===== src/shared/fpu_dec_defines.vh =====
// constants for the floating-point decode and sequencing slice
`ifndef FPU_DEC_DEFINES_VH
`define FPU_DEC_DEFINES_VH

// ****************************************
// escape bytes and special opcodes
// ****************************************
`define ESC_D8 8'hD8
`define ESC_D9 8'hD9
`define ESC_DA 8'hDA
`define ESC_DB 8'hDB
`define ESC_DC 8'hDC
`define ESC_DD 8'hDD
`define ESC_DE 8'hDE
`define ESC_DF 8'hDF
`define OP_WAIT_BYTE 8'h9B
`define MODRM_STSW_AX 8'hE0

// ****************************************
// modrm field positions
// ****************************************
`define MODRM_MOD_HI 7
`define MODRM_MOD_LO 6
`define MODRM_REG_HI 5
`define MODRM_REG_LO 3
`define MODRM_N_HI 2
`define MODRM_N_LO 0
`define MODRM_MOD_REG 2'h3

// ****************************************
// operation codes
// ****************************************
`define OPC_NOP 5'h00
`define OPC_MUL 5'h01
`define OPC_IMUL 5'h02
`define OPC_SUB 5'h03
`define OPC_PATAN 5'h04
`define OPC_PREM 5'h05
`define OPC_PREM1 5'h06
`define OPC_PTAN 5'h07
`define OPC_RND 5'h08
`define OPC_SCALE 5'h09
`define OPC_SIN 5'h0A
`define OPC_SINCOS 5'h0B
`define OPC_SQRT 5'h0C
`define OPC_STORE 5'h0D
`define OPC_ISTORE 5'h0E
`define OPC_BSTORE 5'h0F
`define OPC_RESTORE 5'h10
`define OPC_SAVE 5'h11
`define OPC_STCW 5'h12
`define OPC_STENV 5'h13
`define OPC_STSW_AX 5'h14
`define OPC_WAIT 5'h15

// ****************************************
// memory operand formats
// ****************************************
`define FMT_NONE 3'h0
`define FMT_SINGLE 3'h1
`define FMT_DOUBLE 3'h2
`define FMT_EXT 3'h3
`define FMT_INT32 3'h4
`define FMT_INT16 3'h5
`define FMT_INT64 3'h6
`define FMT_BCD 3'h7

// ****************************************
// clock counts, worst case of each range
// ****************************************
`define CLK_MUL 8'h06
`define CLK_MUL_SINGLE 8'h05
`define CLK_IMUL32 8'h0B
`define CLK_IMUL16 8'h0A
`define CLK_PATAN 8'hA1
`define CLK_PREM 8'h5B
`define CLK_PTAN 8'h81
`define CLK_RND 8'h14
`define CLK_RESTORE 8'h48
`define CLK_SAVE 8'h41
`define CLK_SCALE 8'h0E
`define CLK_SIN 8'h8C
`define CLK_SINCOS 8'hA1
`define CLK_SQRT 8'h3C
`define CLK_STORE 8'h02
`define CLK_BSTORE 8'h3F
`define CLK_IST32 8'h0D
`define CLK_IST16 8'h0A
`define CLK_IST64 8'h0D
`define CLK_STCW 8'h03
`define CLK_STENV 8'h16
`define CLK_STSW 8'h02
`define CLK_SUB 8'h07
`define CLK_NOP 8'h02
`define CLK_WAIT 8'h02

`endif


===== src/rtl/fpu_arith_store_decoder.v =====
// decoder and sequencer for the multiply, transcendental, store and subtract slice
`timescale 1ns/1ps
`default_nettype none
`include "fpu_dec_defines.vh"
// Function
// - register multiply forms, DC and D8
// - memory multiply, double or single real
// - multiply into element n, then pop
// - integer multiply, 32 or 16 bit
// - partial arctangent into element 1, pop
// - both remainder forms, 82 to 91
// - tangent of top, then push one
// - round top to integer
// - restore unit state from memory
// - save unit state, wait form adds idle
// - scale top by power of two
// - sine and combined sine cosine
// - square root of top
// - store top without pop, 2 clocks
// - store top then pop, 2 clocks
// - packed BCD store then pop
// - integer store without pop
// - integer store then pop
// - control word and environment store timing
// - status word into accumulator
// - subtract forms, 4 to 7 clocks
// - subtract into element n, then pop
// - wait stalls issue until unit idle
module fpu_arith_store_decoder #(
	parameter CW = 8
) (
	input wire mclk,
	input wire rst_n,
	input wire issue_valid,
	input wire [7:0] issue_escape,
	input wire [7:0] issue_modrm,
	input wire issue_wait_prefix,
	input wire unit_busy,
	input wire [15:0] status_word,
	output reg issue_ready,
	output reg op_start,
	output reg [4:0] op_code,
	output reg [2:0] op_mem_format,
	output reg op_uses_element,
	output reg op_to_element,
	output reg [2:0] op_element,
	output reg [2:0] op_top,
	output reg op_pop,
	output reg op_push,
	output reg [CW-1:0] op_clocks,
	output reg op_done,
	output reg op_illegal,
	output reg acc_load,
	output reg [15:0] acc_data,
	output reg [2:0] top_ptr,
	output reg seq_busy
);
	// ****************************************
	// decode table
	// ****************************************
	// packed entry: legal, code, format, to_elem, uses_elem, offset, pop, push, clocks
	function [23:0] entry;
		input [4:0] code;
		input [2:0] fmt;
		input to_elem;
		input uses_elem;
		input [2:0] off;
		input pop;
		input push;
		input [7:0] clk;
		begin
			entry = {1'b1, code, fmt, to_elem, uses_elem, off, pop, push, clk};
		end
	endfunction
	function [23:0] decode;
		input [7:0] esc;
		input [7:0] modrm;
		reg reg_form;
		reg [2:0] rf;
		reg [2:0] n;
		reg [4:0] hi5;
		begin
			reg_form = (modrm[`MODRM_MOD_HI:`MODRM_MOD_LO] == `MODRM_MOD_REG);
			rf = modrm[`MODRM_REG_HI:`MODRM_REG_LO];
			n = modrm[`MODRM_N_HI:`MODRM_N_LO];
			hi5 = modrm[7:3];
			decode = 24'h000000;
			if (esc == `OP_WAIT_BYTE) begin
				decode = entry(`OPC_WAIT, `FMT_NONE, 1'b0, 1'b0, 3'h0, 1'b0, 1'b0, `CLK_WAIT);
			end else if (esc == `ESC_D8) begin
				if (reg_form && hi5 == 5'h19) begin
					decode = entry(`OPC_MUL, `FMT_NONE, 1'b0, 1'b1, n, 1'b0, 1'b0, `CLK_MUL);
				end else if (reg_form && hi5 == 5'h1C) begin
					decode = entry(`OPC_SUB, `FMT_NONE, 1'b0, 1'b1, n, 1'b0, 1'b0, `CLK_SUB);
				end else if (!reg_form && rf == 3'h1) begin
					decode = entry(`OPC_MUL, `FMT_SINGLE, 1'b0, 1'b0, 3'h0, 1'b0, 1'b0,
						`CLK_MUL_SINGLE);
				end else if (!reg_form && rf == 3'h4) begin
					decode = entry(`OPC_SUB, `FMT_SINGLE, 1'b0, 1'b0, 3'h0, 1'b0, 1'b0, `CLK_SUB);
				end
			end else if (esc == `ESC_D9) begin
				if (reg_form) begin
					case (modrm)
						8'hD0: decode = entry(`OPC_NOP, `FMT_NONE, 1'b0, 1'b0, 3'h0, 1'b0, 1'b0, `CLK_NOP);
						8'hF3: decode = entry(`OPC_PATAN, `FMT_NONE, 1'b1, 1'b1, 3'h1, 1'b1, 1'b0,
							`CLK_PATAN);
						8'hF8: decode = entry(`OPC_PREM, `FMT_NONE, 1'b0, 1'b1, 3'h1, 1'b0, 1'b0,
							`CLK_PREM);
						8'hF5: decode = entry(`OPC_PREM1, `FMT_NONE, 1'b0, 1'b1, 3'h1, 1'b0, 1'b0,
							`CLK_PREM);
						8'hF2: decode = entry(`OPC_PTAN, `FMT_NONE, 1'b0, 1'b0, 3'h0, 1'b0, 1'b1,
							`CLK_PTAN);
						8'hFC: decode = entry(`OPC_RND, `FMT_NONE, 1'b0, 1'b0, 3'h0, 1'b0, 1'b0,
							`CLK_RND);
						8'hFD: decode = entry(`OPC_SCALE, `FMT_NONE, 1'b0, 1'b1, 3'h1, 1'b0, 1'b0,
							`CLK_SCALE);
						8'hFE: decode = entry(`OPC_SIN, `FMT_NONE, 1'b0, 1'b0, 3'h0, 1'b0, 1'b0,
							`CLK_SIN);
						8'hFB: decode = entry(`OPC_SINCOS, `FMT_NONE, 1'b0, 1'b0, 3'h0, 1'b0, 1'b1,
							`CLK_SINCOS);
						8'hFA: decode = entry(`OPC_SQRT, `FMT_NONE, 1'b0, 1'b0, 3'h0, 1'b0, 1'b0,
							`CLK_SQRT);
						default: decode = 24'h000000;
					endcase
				end else if (rf == 3'h2) begin
					decode = entry(`OPC_STORE, `FMT_SINGLE, 1'b0, 1'b0, 3'h0, 1'b0, 1'b0,
						`CLK_STORE);
				end else if (rf == 3'h3) begin
					decode = entry(`OPC_STORE, `FMT_SINGLE, 1'b0, 1'b0, 3'h0, 1'b1, 1'b0,
						`CLK_STORE);
				end else if (rf == 3'h7) begin
					decode = entry(`OPC_STCW, `FMT_NONE, 1'b0, 1'b0, 3'h0, 1'b0, 1'b0,
						`CLK_STCW);
				end else if (rf == 3'h6) begin
					decode = entry(`OPC_STENV, `FMT_NONE, 1'b0, 1'b0, 3'h0, 1'b0, 1'b0,
						`CLK_STENV);
				end
			end else if (esc == `ESC_DA) begin
				if (!reg_form && rf == 3'h1) begin
					decode = entry(`OPC_IMUL, `FMT_INT32, 1'b0, 1'b0, 3'h0, 1'b0, 1'b0,
						`CLK_IMUL32);
				end
			end else if (esc == `ESC_DB) begin
				if (reg_form && hi5 == 5'h1B) begin
					decode = entry(`OPC_STORE, `FMT_NONE, 1'b1, 1'b1, n, 1'b1, 1'b0,
						`CLK_STORE);
				end else if (!reg_form && rf == 3'h7) begin
					decode = entry(`OPC_STORE, `FMT_EXT, 1'b0, 1'b0, 3'h0, 1'b1, 1'b0,
						`CLK_STORE);
				end else if (!reg_form && rf == 3'h2) begin
					decode = entry(`OPC_ISTORE, `FMT_INT32, 1'b0, 1'b0, 3'h0, 1'b0, 1'b0,
						`CLK_IST32);
				end else if (!reg_form && rf == 3'h3) begin
					decode = entry(`OPC_ISTORE, `FMT_INT32, 1'b0, 1'b0, 3'h0, 1'b1, 1'b0,
						`CLK_IST32);
				end
			end else if (esc == `ESC_DC) begin
				if (reg_form && hi5 == 5'h19) begin
					decode = entry(`OPC_MUL, `FMT_NONE, 1'b1, 1'b1, n, 1'b0, 1'b0, `CLK_MUL);
				end else if (reg_form && hi5 == 5'h1D) begin
					decode = entry(`OPC_SUB, `FMT_NONE, 1'b1, 1'b1, n, 1'b0, 1'b0, `CLK_SUB);
				end else if (!reg_form && rf == 3'h1) begin
					decode = entry(`OPC_MUL, `FMT_DOUBLE, 1'b0, 1'b0, 3'h0, 1'b0, 1'b0, `CLK_MUL);
				end else if (!reg_form && rf == 3'h4) begin
					decode = entry(`OPC_SUB, `FMT_DOUBLE, 1'b0, 1'b0, 3'h0, 1'b0, 1'b0, `CLK_SUB);
				end
			end else if (esc == `ESC_DD) begin
				if (reg_form && hi5 == 5'h1A) begin
					decode = entry(`OPC_STORE, `FMT_NONE, 1'b1, 1'b1, n, 1'b0, 1'b0,
						`CLK_STORE);
				end else if (!reg_form && rf == 3'h4) begin
					decode = entry(`OPC_RESTORE, `FMT_NONE, 1'b0, 1'b0, 3'h0, 1'b0, 1'b0,
						`CLK_RESTORE);
				end else if (!reg_form && rf == 3'h6) begin
					decode = entry(`OPC_SAVE, `FMT_NONE, 1'b0, 1'b0, 3'h0, 1'b0, 1'b0,
						`CLK_SAVE);
				end else if (!reg_form && rf == 3'h2) begin
					decode = entry(`OPC_STORE, `FMT_DOUBLE, 1'b0, 1'b0, 3'h0, 1'b0, 1'b0,
						`CLK_STORE);
				end else if (!reg_form && rf == 3'h3) begin
					decode = entry(`OPC_STORE, `FMT_DOUBLE, 1'b0, 1'b0, 3'h0, 1'b1, 1'b0,
						`CLK_STORE);
				end
			end else if (esc == `ESC_DE) begin
				if (reg_form && hi5 == 5'h19) begin
					decode = entry(`OPC_MUL, `FMT_NONE, 1'b1, 1'b1, n, 1'b1, 1'b0, `CLK_MUL);
				end else if (reg_form && hi5 == 5'h1D) begin
					decode = entry(`OPC_SUB, `FMT_NONE, 1'b1, 1'b1, n, 1'b1, 1'b0, `CLK_SUB);
				end else if (!reg_form && rf == 3'h1) begin
					decode = entry(`OPC_IMUL, `FMT_INT16, 1'b0, 1'b0, 3'h0, 1'b0, 1'b0,
						`CLK_IMUL16);
				end
			end else if (esc == `ESC_DF) begin
				if (modrm == `MODRM_STSW_AX) begin
					decode = entry(`OPC_STSW_AX, `FMT_NONE, 1'b0, 1'b0, 3'h0, 1'b0, 1'b0,
						`CLK_STSW);
				end else if (!reg_form && rf == 3'h6) begin
					decode = entry(`OPC_BSTORE, `FMT_BCD, 1'b0, 1'b0, 3'h0, 1'b1, 1'b0,
						`CLK_BSTORE);
				end else if (!reg_form && rf == 3'h2) begin
					decode = entry(`OPC_ISTORE, `FMT_INT16, 1'b0, 1'b0, 3'h0, 1'b0, 1'b0,
						`CLK_IST16);
				end else if (!reg_form && rf == 3'h7) begin
					decode = entry(`OPC_ISTORE, `FMT_INT64, 1'b0, 1'b0, 3'h0, 1'b1, 1'b0,
						`CLK_IST64);
				end else if (!reg_form && rf == 3'h3) begin
					decode = entry(`OPC_ISTORE, `FMT_INT16, 1'b0, 1'b0, 3'h0, 1'b1, 1'b0,
						`CLK_IST16);
				end
			end
		end
	endfunction
	// ****************************************
	// sequencer
	// ****************************************
	localparam [3:0] ST_IDLE = 4'h1;
	localparam [3:0] ST_HOLD = 4'h2;
	localparam [3:0] ST_EXEC = 4'h4;
	localparam [3:0] ST_LOAD = 4'h8;

	reg [3:0] state;
	reg [23:0] held;
	reg held_wait;
	wire [23:0] dec;
	wire [2:0] top_now;
	wire timer_done;
	reg timer_load;
	reg [CW-1:0] timer_count;
	reg ptr_pop;
	reg ptr_push;
	wire [CW-1:0] held_clocks;
	assign dec = decode(issue_escape, issue_modrm);
	// the wait prefix costs the two clocks of a standalone wait on top of the body
	assign held_clocks = held[CW-1:0] + (held_wait ? `CLK_WAIT : {CW{1'b0}});
	fpu_cycle_timer #(.W(CW)) timer (
		.mclk(mclk), .rst_n(rst_n), .load(timer_load), .count(timer_count), .done(timer_done)
	);
	fpu_stack_ptr stack (
		.mclk(mclk), .rst_n(rst_n), .pop(ptr_pop), .push(ptr_push), .top(top_now)
	);

	always @(posedge mclk) begin
		if (!rst_n) begin
			state <= ST_IDLE;
			held <= 24'h000000;
			held_wait <= 1'b0;
			issue_ready <= 1'b1;
			op_start <= 1'b0;
			op_code <= `OPC_NOP;
			op_mem_format <= `FMT_NONE;
			op_uses_element <= 1'b0;
			op_to_element <= 1'b0;
			op_element <= 3'h0;
			op_top <= 3'h0;
			op_pop <= 1'b0;
			op_push <= 1'b0;
			op_clocks <= {CW{1'b0}};
			op_done <= 1'b0;
			op_illegal <= 1'b0;
			acc_load <= 1'b0;
			acc_data <= 16'h0000;
			top_ptr <= 3'h0;
			seq_busy <= 1'b0;
			timer_load <= 1'b0;
			timer_count <= {CW{1'b0}};
			ptr_pop <= 1'b0;
			ptr_push <= 1'b0;
		end else begin
			op_start <= 1'b0;
			op_done <= 1'b0;
			op_illegal <= 1'b0;
			acc_load <= 1'b0;
			timer_load <= 1'b0;
			ptr_pop <= 1'b0;
			ptr_push <= 1'b0;
			top_ptr <= top_now;
			case (state)
				ST_IDLE: begin
					if (issue_valid) begin
						if (!dec[23]) begin
							op_illegal <= 1'b1;
						end else begin
							held <= dec;
							held_wait <= issue_wait_prefix;
							issue_ready <= 1'b0;
							seq_busy <= 1'b1;
							state <= ST_HOLD;
						end
					end
				end
				ST_HOLD: begin
					// issue stays stalled while the arithmetic units are still busy
					if (!unit_busy) begin
						timer_load <= 1'b1;
						timer_count <= held_clocks;
						op_start <= 1'b1;
						op_code <= held[22:18];
						op_mem_format <= held[17:15];
						op_to_element <= held[14];
						op_uses_element <= held[13];
						op_element <= top_now + held[12:10];
						op_top <= top_now;
						op_pop <= held[9];
						op_push <= held[8];
						op_clocks <= held_clocks;
						state <= ST_EXEC;
					end
				end
				ST_EXEC: begin
					if (timer_done) begin
						state <= ST_LOAD;
					end
				end
				ST_LOAD: begin
					op_done <= 1'b1;
					ptr_pop <= held[9];
					ptr_push <= held[8];
					if (held[22:18] == `OPC_STSW_AX) begin
						acc_load <= 1'b1;
						acc_data <= status_word;
					end
					issue_ready <= 1'b1;
					seq_busy <= 1'b0;
					state <= ST_IDLE;
				end
				default: begin
					state <= ST_IDLE;
					issue_ready <= 1'b1;
					seq_busy <= 1'b0;
				end
			endcase
		end
	end
endmodule // fpu_arith_store_decoder
`default_nettype wire


===== src/rtl/fpu_cycle_timer.v =====
// down counter that times one operation and pulses when it ends
`timescale 1ns/1ps
`default_nettype none
module fpu_cycle_timer #(
	parameter W = 8
) (
	input wire mclk,
	input wire rst_n,
	input wire load,
	input wire [W-1:0] count,
	output reg done
);
	reg [W-1:0] remain;
	always @(posedge mclk) begin
		if (!rst_n) begin
			remain <= {W{1'b0}};
			done <= 1'b0;
		end else begin
			done <= 1'b0;
			if (load) begin
				remain <= count;
			end else if (remain != {W{1'b0}}) begin
				remain <= remain - {{(W-1){1'b0}}, 1'b1};
				// pulse in the last counted cycle
				if (remain == {{(W-1){1'b0}}, 1'b1}) begin
					done <= 1'b1;
				end
			end
		end
	end
endmodule // fpu_cycle_timer
`default_nettype wire


===== src/rtl/fpu_stack_ptr.v =====
// three-bit top-of-stack pointer of the register stack
`timescale 1ns/1ps
`default_nettype none
module fpu_stack_ptr (
	input wire mclk,
	input wire rst_n,
	input wire pop,
	input wire push,
	output reg [2:0] top
);
	// a pop moves the top up, a push moves it down; both together cancel
	always @(posedge mclk) begin
		if (!rst_n) begin
			top <= 3'h0;
		end else if (pop && !push) begin
			top <= top + 3'h1;
		end else if (push && !pop) begin
			top <= top - 3'h1;
		end
	end
endmodule // fpu_stack_ptr
`default_nettype wire


===== config.mk =====
export PLATFORM = sky130hd
export DESIGN_NAME = fpu_arith_store_decoder
export DESIGN_NICKNAME = d
export VERILOG_FILES = /design/src/rtl/fpu_arith_store_decoder.v /design/src/rtl/fpu_cycle_timer.v /design/src/rtl/fpu_stack_ptr.v
export VERILOG_INCLUDE_DIRS = /design/src /design/src/shared
export SDC_FILE = /design/constraint.sdc
export NUM_CORES = 1
export LEC_CHECK = 0
export BUFFER_PORTS_ARGS = -buffer_cell sky130_fd_sc_hd__buf_2
export CORE_ASPECT_RATIO = 0.75
export CORE_MARGIN = 2
export CORE_UTILIZATION = 50
export DETAILED_ROUTE_END_ITERATION = 12
export PLACE_DENSITY = 0.79
export SYNTH_ARGS = -nofsm -noshare
export SYNTH_HDL_FRONTEND = slang
export SYNTH_SLANG_ARGS = --single-unit

===== constraint.sdc =====
create_clock -name mclk -period 1.9 [get_ports mclk]
set_input_delay 0.095 -clock mclk [delete_from_list [all_inputs] [get_ports mclk]]
set_output_delay 0.095 -clock mclk [all_outputs]
set_load 0.01 [all_outputs]

-- Yosys cells after proc, flatten, opt, wreduce, memory -nomap -nowiden
Cells that the tools add are included.
- memory bits (writable): 0
- bits in latches: 0
- ROM bits: 0
- input bits: 37
- memories: 0
- output and inout port bits: 51
- bits in registers: 93
- bitwise logic cells: 4
- multipliers: 0
- add/sub/neg operators: 5
- equal/unequal tests: 42
- shifts and indexed selects: 0
- multiplexer cells: 62
- magnitude comparators: 0
- divide/modulo/power cells: 0
- reduce and logical (&&, ||, !) cells: 29
- operators by type and width (kind ; count):
    $mux 24 ; 40
    $pmux 24 s10 ; 1
    $eq 8x8->1 const B ; 20
    $eq 5x5->1 const B ; 6
    $mux 4 ; 4
    $mux 8 ; 2
    $logic_and 1x1->1 ; 13
    $pmux 4 s3 ; 1
    $eq 3x3->1 const B ; 3
    $mux 1 ; 9
    $reduce_and 3->1 ; 3
    $add 8x2->8 ; 1
    $eq 8x1->1 const B ; 1
    $reduce_and 2->1 ; 4
    $reduce_bool 8->1 ; 1
    $sub 8x1->8 const B ; 1
    $eq 3x2->1 const B ; 2
    $mux 3 ; 2
    $ne 2x2->1 const B ; 3
    $eq 4x1->1 const B ; 1
    $eq 4x2->1 const B ; 1
    $eq 4x3->1 const B ; 1
    $eq 4x4->1 const B ; 1
    $not 1->1 ; 4
    13 further kinds ; 17

-- Depth between registers and ports, before layout
- word-level depth: 20
- depth in mapped cells: 10

-- Modules after synthesis
From an unflattened synthesis, not the netlist that was laid out.
- cells, all modules: 658
- area, all modules: 5360.1 um^2
- modules (own cells, without submodules) (module ; area an instance (um^2) ; times used ; cells each):
    fpu_arith_store_decoder ; 4658.2 ; 1 ; 587
    fpu_cycle_timer ; 543.0 ; 1 ; 56
    fpu_stack_ptr ; 158.9 ; 1 ; 15

-- Least setup slack after synthesis
OpenSTA, ideal clock, no wires.
- path type: reg-to-reg
- start: reg state[1]
- end: reg acc_data[10]
- arrival: 1.834 ns
- slack: -0.004 ns
- stages on the path, launching flop included: 8
- buffers on the path: 2
- clock period less this slack: 1.904 ns
- setup time: 0.070 ns
- path through: dfxtp_1 -> clkbuf_1 -> nor4b_1 -> nand2_1 -> nor2_1 -> clkbuf_1 -> nand2_1 -> a21boi_1
- longest elaborated chain between the ends: 2
- RTL lines (what ; RTL line ; RTL):
    start, declared ; fpu_arith_store_decoder.v:221 ; reg [3:0] state;
    start signal, assigned ; fpu_arith_store_decoder.v:244 ; state <= ST_IDLE;
    start signal, assigned ; fpu_arith_store_decoder.v:287 ; state <= ST_HOLD;
    start signal, assigned ; fpu_arith_store_decoder.v:306 ; state <= ST_EXEC;
    $eq 4x4->1 ; fpu_arith_store_decoder.v:277 ; case (state)
    $reduce_and 2->1 (no line) ; n/a ;
    end signal, assigned ; fpu_arith_store_decoder.v:320 ; acc_data <= status_word;
    end, declared ; fpu_arith_store_decoder.v:54 ; output reg [15:0] acc_data,
Every way passes these cells.
A chain may end at the register's enable or synchronous reset.

-- Worst setup path in the final report
- start: reg timer.remain[0]
- end: reg timer.remain[6]
- longest elaborated chain between the ends: 3
- RTL lines (what ; RTL line ; RTL):
    start, declared ; fpu_cycle_timer.v:13 ; reg [W-1:0] remain;
    start signal, assigned ; fpu_cycle_timer.v:16 ; remain <= {W{1'b0}};
    start signal, assigned ; fpu_cycle_timer.v:21 ; remain <= count;
    start signal, assigned ; fpu_cycle_timer.v:23 ; remain <= remain - {{(W-1){1'b0}}, 1'b1};
    $sub 8x1->8 ; fpu_cycle_timer.v:23 ;
    $mux 8 ; fpu_cycle_timer.v:22 ; end else if (remain != {W{1'b0}}) begin
    $mux 8 ; fpu_cycle_timer.v:20 ; if (load) begin
Parallel ways exist; a longest one is shown, timed or not. The select of a mux whose other input is x is not followed.

==> run_results.csv <==
group,metric,value,unit
clock_tree,cts_tree,"yes",
place,placed_area,6671,um^2
floorplan,die_height,93.89,um
synthesis,synthXorXnorAreaFrac,0.02764,
setup_path,crit_required,2180,ps
power,power,5.227,mW
power,leakagePower,3.110,nW
synthesis,avgSynthCellArea,7.739,um^2
clock_tree,cts_buffers,9,
floorplan,core_area,10370,um^2
setup_path,cp_max_fo,5,
timing,final-setup-viol-count,0,
synthesis,synth_adder_area_share,0.02137,
clock_tree,cts_sinks,93,
synthesis,yosysSeqAreaShare,0.3456,
synthesis,yosysMostFrequentCell,"nand2_1",
finish,nFillCells,786,
setup_path,criticalPathCategory,"flop to flop",
floorplan,start_util,0.5194,
setup_path,reg2reg_setup_slack,90,ps
run,maxCapViolCount,0,
timing,rsz0062_at_grt,"yes",
finish,final_layout_size_suffix_gt1_frac,0.2631,
min_path,hold_path_startpoint,"status_word[2]",
clock_tree,clock_path_buffers,2,
grt,grt_pass1_wl,29.02,mm
synthesis,yosys.area_share.simple,0.2787,
clock_tree,htree_num_levels,3,
place,dp_hpwl,13.68,mm
grt,antenna_found_initial,1,
timing,finalMaxSlewViolations,0,
setup_path,r2r_cells,6,
synthesis,synthesis.nets,741,
min_path,worstHoldEndpoint,"acc_data[2]",
clock_tree,ctsRootBufferMaster,"clkbuf_16",
place,gp_congestion,1.022,
synthesis,synth-compound-area-share,0.2427,
grt,grt_pass1_vias,5530,
synthesis,ys_ff_latch,93,
setup_path,worstSetupStartpointType,"flop",
finish,num_antenna_cells,0,
synthesis,synthesis.area,5386,um^2
synthesis,synth_flop_cell,"dfxtp_1",
place,dp.cells,984,
outcome,run_status,"completed",
routing,num_vias,6031,
synthesis,synth_top_family_by_area,"simple AND/OR/NAND/NOR gates",
min_path,hold_path.class,"primary input to flop",
timing,worstMarginPinSlew,580.8,ps
synthesis,synth_edf_count,0,
clock_tree,post_cts_buffers,0,
grt,grtUsageTotal,0.3271,
routing,drc_errors,0,
routing,viasPerCell,5.948,
setup_path,r2r_end,"timer.remain[6]",
synthesis,yosysWarningCount,0,
place,port_buffers,87,
floorplan,die_x,123.9,um
finish,final_cells,1014,
synthesis,synthMuxAreaShare,0.03345,
synthesis,yosys.area.top_type_share,0.3456,
timing,fin_crit,1807,ps
grt,grt_max_degree,103,
timing,finalCritPeriodShare,0.9511,
floorplan,io_pins,88,
synthesis,netlist_top_cells_area,"dfxtp_1, nand2_1, a21oi_1",
timing,fin_skew,10.50,ps
synthesis,yosys.area.top_type,"dfxtp_1",
power,power-per-cell-area,728.4,nW/um^2
setup_path,crit-reg2reg-launch,"timer.remain[0]",
routing,initialDrtViolationCount,826,
timing,max_freq,553.4,MHz
timing,relSlewSlack,0.6087,
finish,area_delta_synth_final,33.22,%
grt,grt_overflow,0,
floorplan,std_cell_rows,32,
routing,drt_first_pass_iters,5,
floorplan,fp.dieArea,11630,um^2
timing,hold_violations,0,
setup_path,arrival,2090,ps
routing,wl_per_cell,18.34,um
synthesis,synthCells,696,
clock_tree,clkLatencyLatePin,350,ps
routing,antenna_violating_nets_post_route,0,
power,vdd_drop_max,0.5664,mV
synthesis,synth_common_cells,"nand2_1, dfxtp_1, a21oi_1",
finish,nets,918,
setup_path,startpoint,"timer.remain[0]",
clock_tree,path_clk_slew,70,ps
synthesis,yosysUniqueCellTypes,72,
synthesis,async_reset_ff_frac,0,
routing,wl,18.60,mm
finish,fin_area,7176,um^2
setup_path,end_kind,"flop",
min_path,min_path_cells,3,
[where the power goes]
part	leakage [nW]	internal [mW]	total (mW)	switching (mW)
sequential	0.751	2.01	2.09	0.0722
clock	0.174	1.33	2.12	0.787
combinational	2.19	0.462	1.02	0.559
[per-stage QoR]
step / setup TNS [ps] / worst slack [ps] / hold WS (ps) / util
finish: 0 / 92.84 / 3.345 / 0.6920
global route: 0 / 0.3226 / 19.23 / 0.6920
CTS: 0 / 68.79 / 4.015 / 0.6911
detailed placement: -2628 / -174.0 / 346.4 / 0.6433
global placement: -1059 / -129.9 / 337.8 / 0.6433
floorplan: 0 / 12.38 / 234.2 / -
[repair_timing]
action | 4_1_cts | 5_1_grt
resized for setup | 0 | 2
endpoints found under the hold margin | 14 | 0
endpoints found under the setup margin | 0 | 4
hold buffers | 14 | 0
[registers in the layout (all words and copies together), names as in the netlist, 3 cells and up]
register and count:
timer.remain 8, acc_data 16, timer_count 8, top_ptr 3, op_mem_format 3, stack.top 3, op_top 3, state 4
op_code 5, op_element 3, held 23
[placed cells by master (no fill, tap or decap), types with 6 or more instances in the layout]
master	instances
nor2b_1	10
nand4_1	10
clkbuf_16	9
o22ai_1	7
nor2_1	35
ha_1	6
inv_1	14
nand2_1	144
o21ai_1	10
and2_1	13
buf_4	112
buf_2	87
nand2b_1	12
a21oi_1	43
nor3_1	10
a21boi_0	28
xnor2_1	13
and3_1	7
o211a_1	10
dfxtp_1	93
a21boi_1	14
mux2i_1	18
o211ai_1	9
nand3_1	21
dlygate4sd3_1	14
o21ai_0	27
[critical path: stages (launching register included)]
cell,delay (ps)
dfxtp_1,340
inv_1,110
ha_1,260
nand2_1,130
or3_1,340
or3b_2,440
a21oi_1,120
[per-layer routing]
layer	part of all wire	global-route usage
met1	0.46	0.4680
met2	0.42	0.4762
met3	0.11	0.1086
met4	0.013	0.06913
met5	0.00059	0
[worst max path at each step]
stage / end / slack, ps / cells after the start
after floorplan: held[4] / 10 / 10
after global placement: held[0] / -130 / 9
after detailed placement: held[1] / -170 / 10
after CTS: timer.remain[1] / 70 / 6
after global routing: timer.remain[1] / 0.3 / 6
final: timer.remain[6] / 90 / 6
[cell families after synthesis]
logic type      count (synthesis)
mux                            18
compound gates                191
xor+xnor                       17
buf+inv                        63
fa+ha+maj                       8
simple gates                  306
flops                          93
[layout make-up]
| cell class | count | area [um^2] | share of cell area |
|---|---|---|---|
| well taps | 136 | 170.2 | 0.02371 |
| repair buffers | 215 | 1456 | 0.2030 |
| clock buffers | 10 | 239.0 | 0.03330 |
| inverters | 14 | 52.55 | 0.007323 |
| clock inverters | 6 | 116.4 | 0.01622 |
| multi-input cells | 540 | 3279 | 0.4570 |
| flip-flops and latches | 93 | 1862 | 0.2595 |
(Power assumes the default switching activity.)
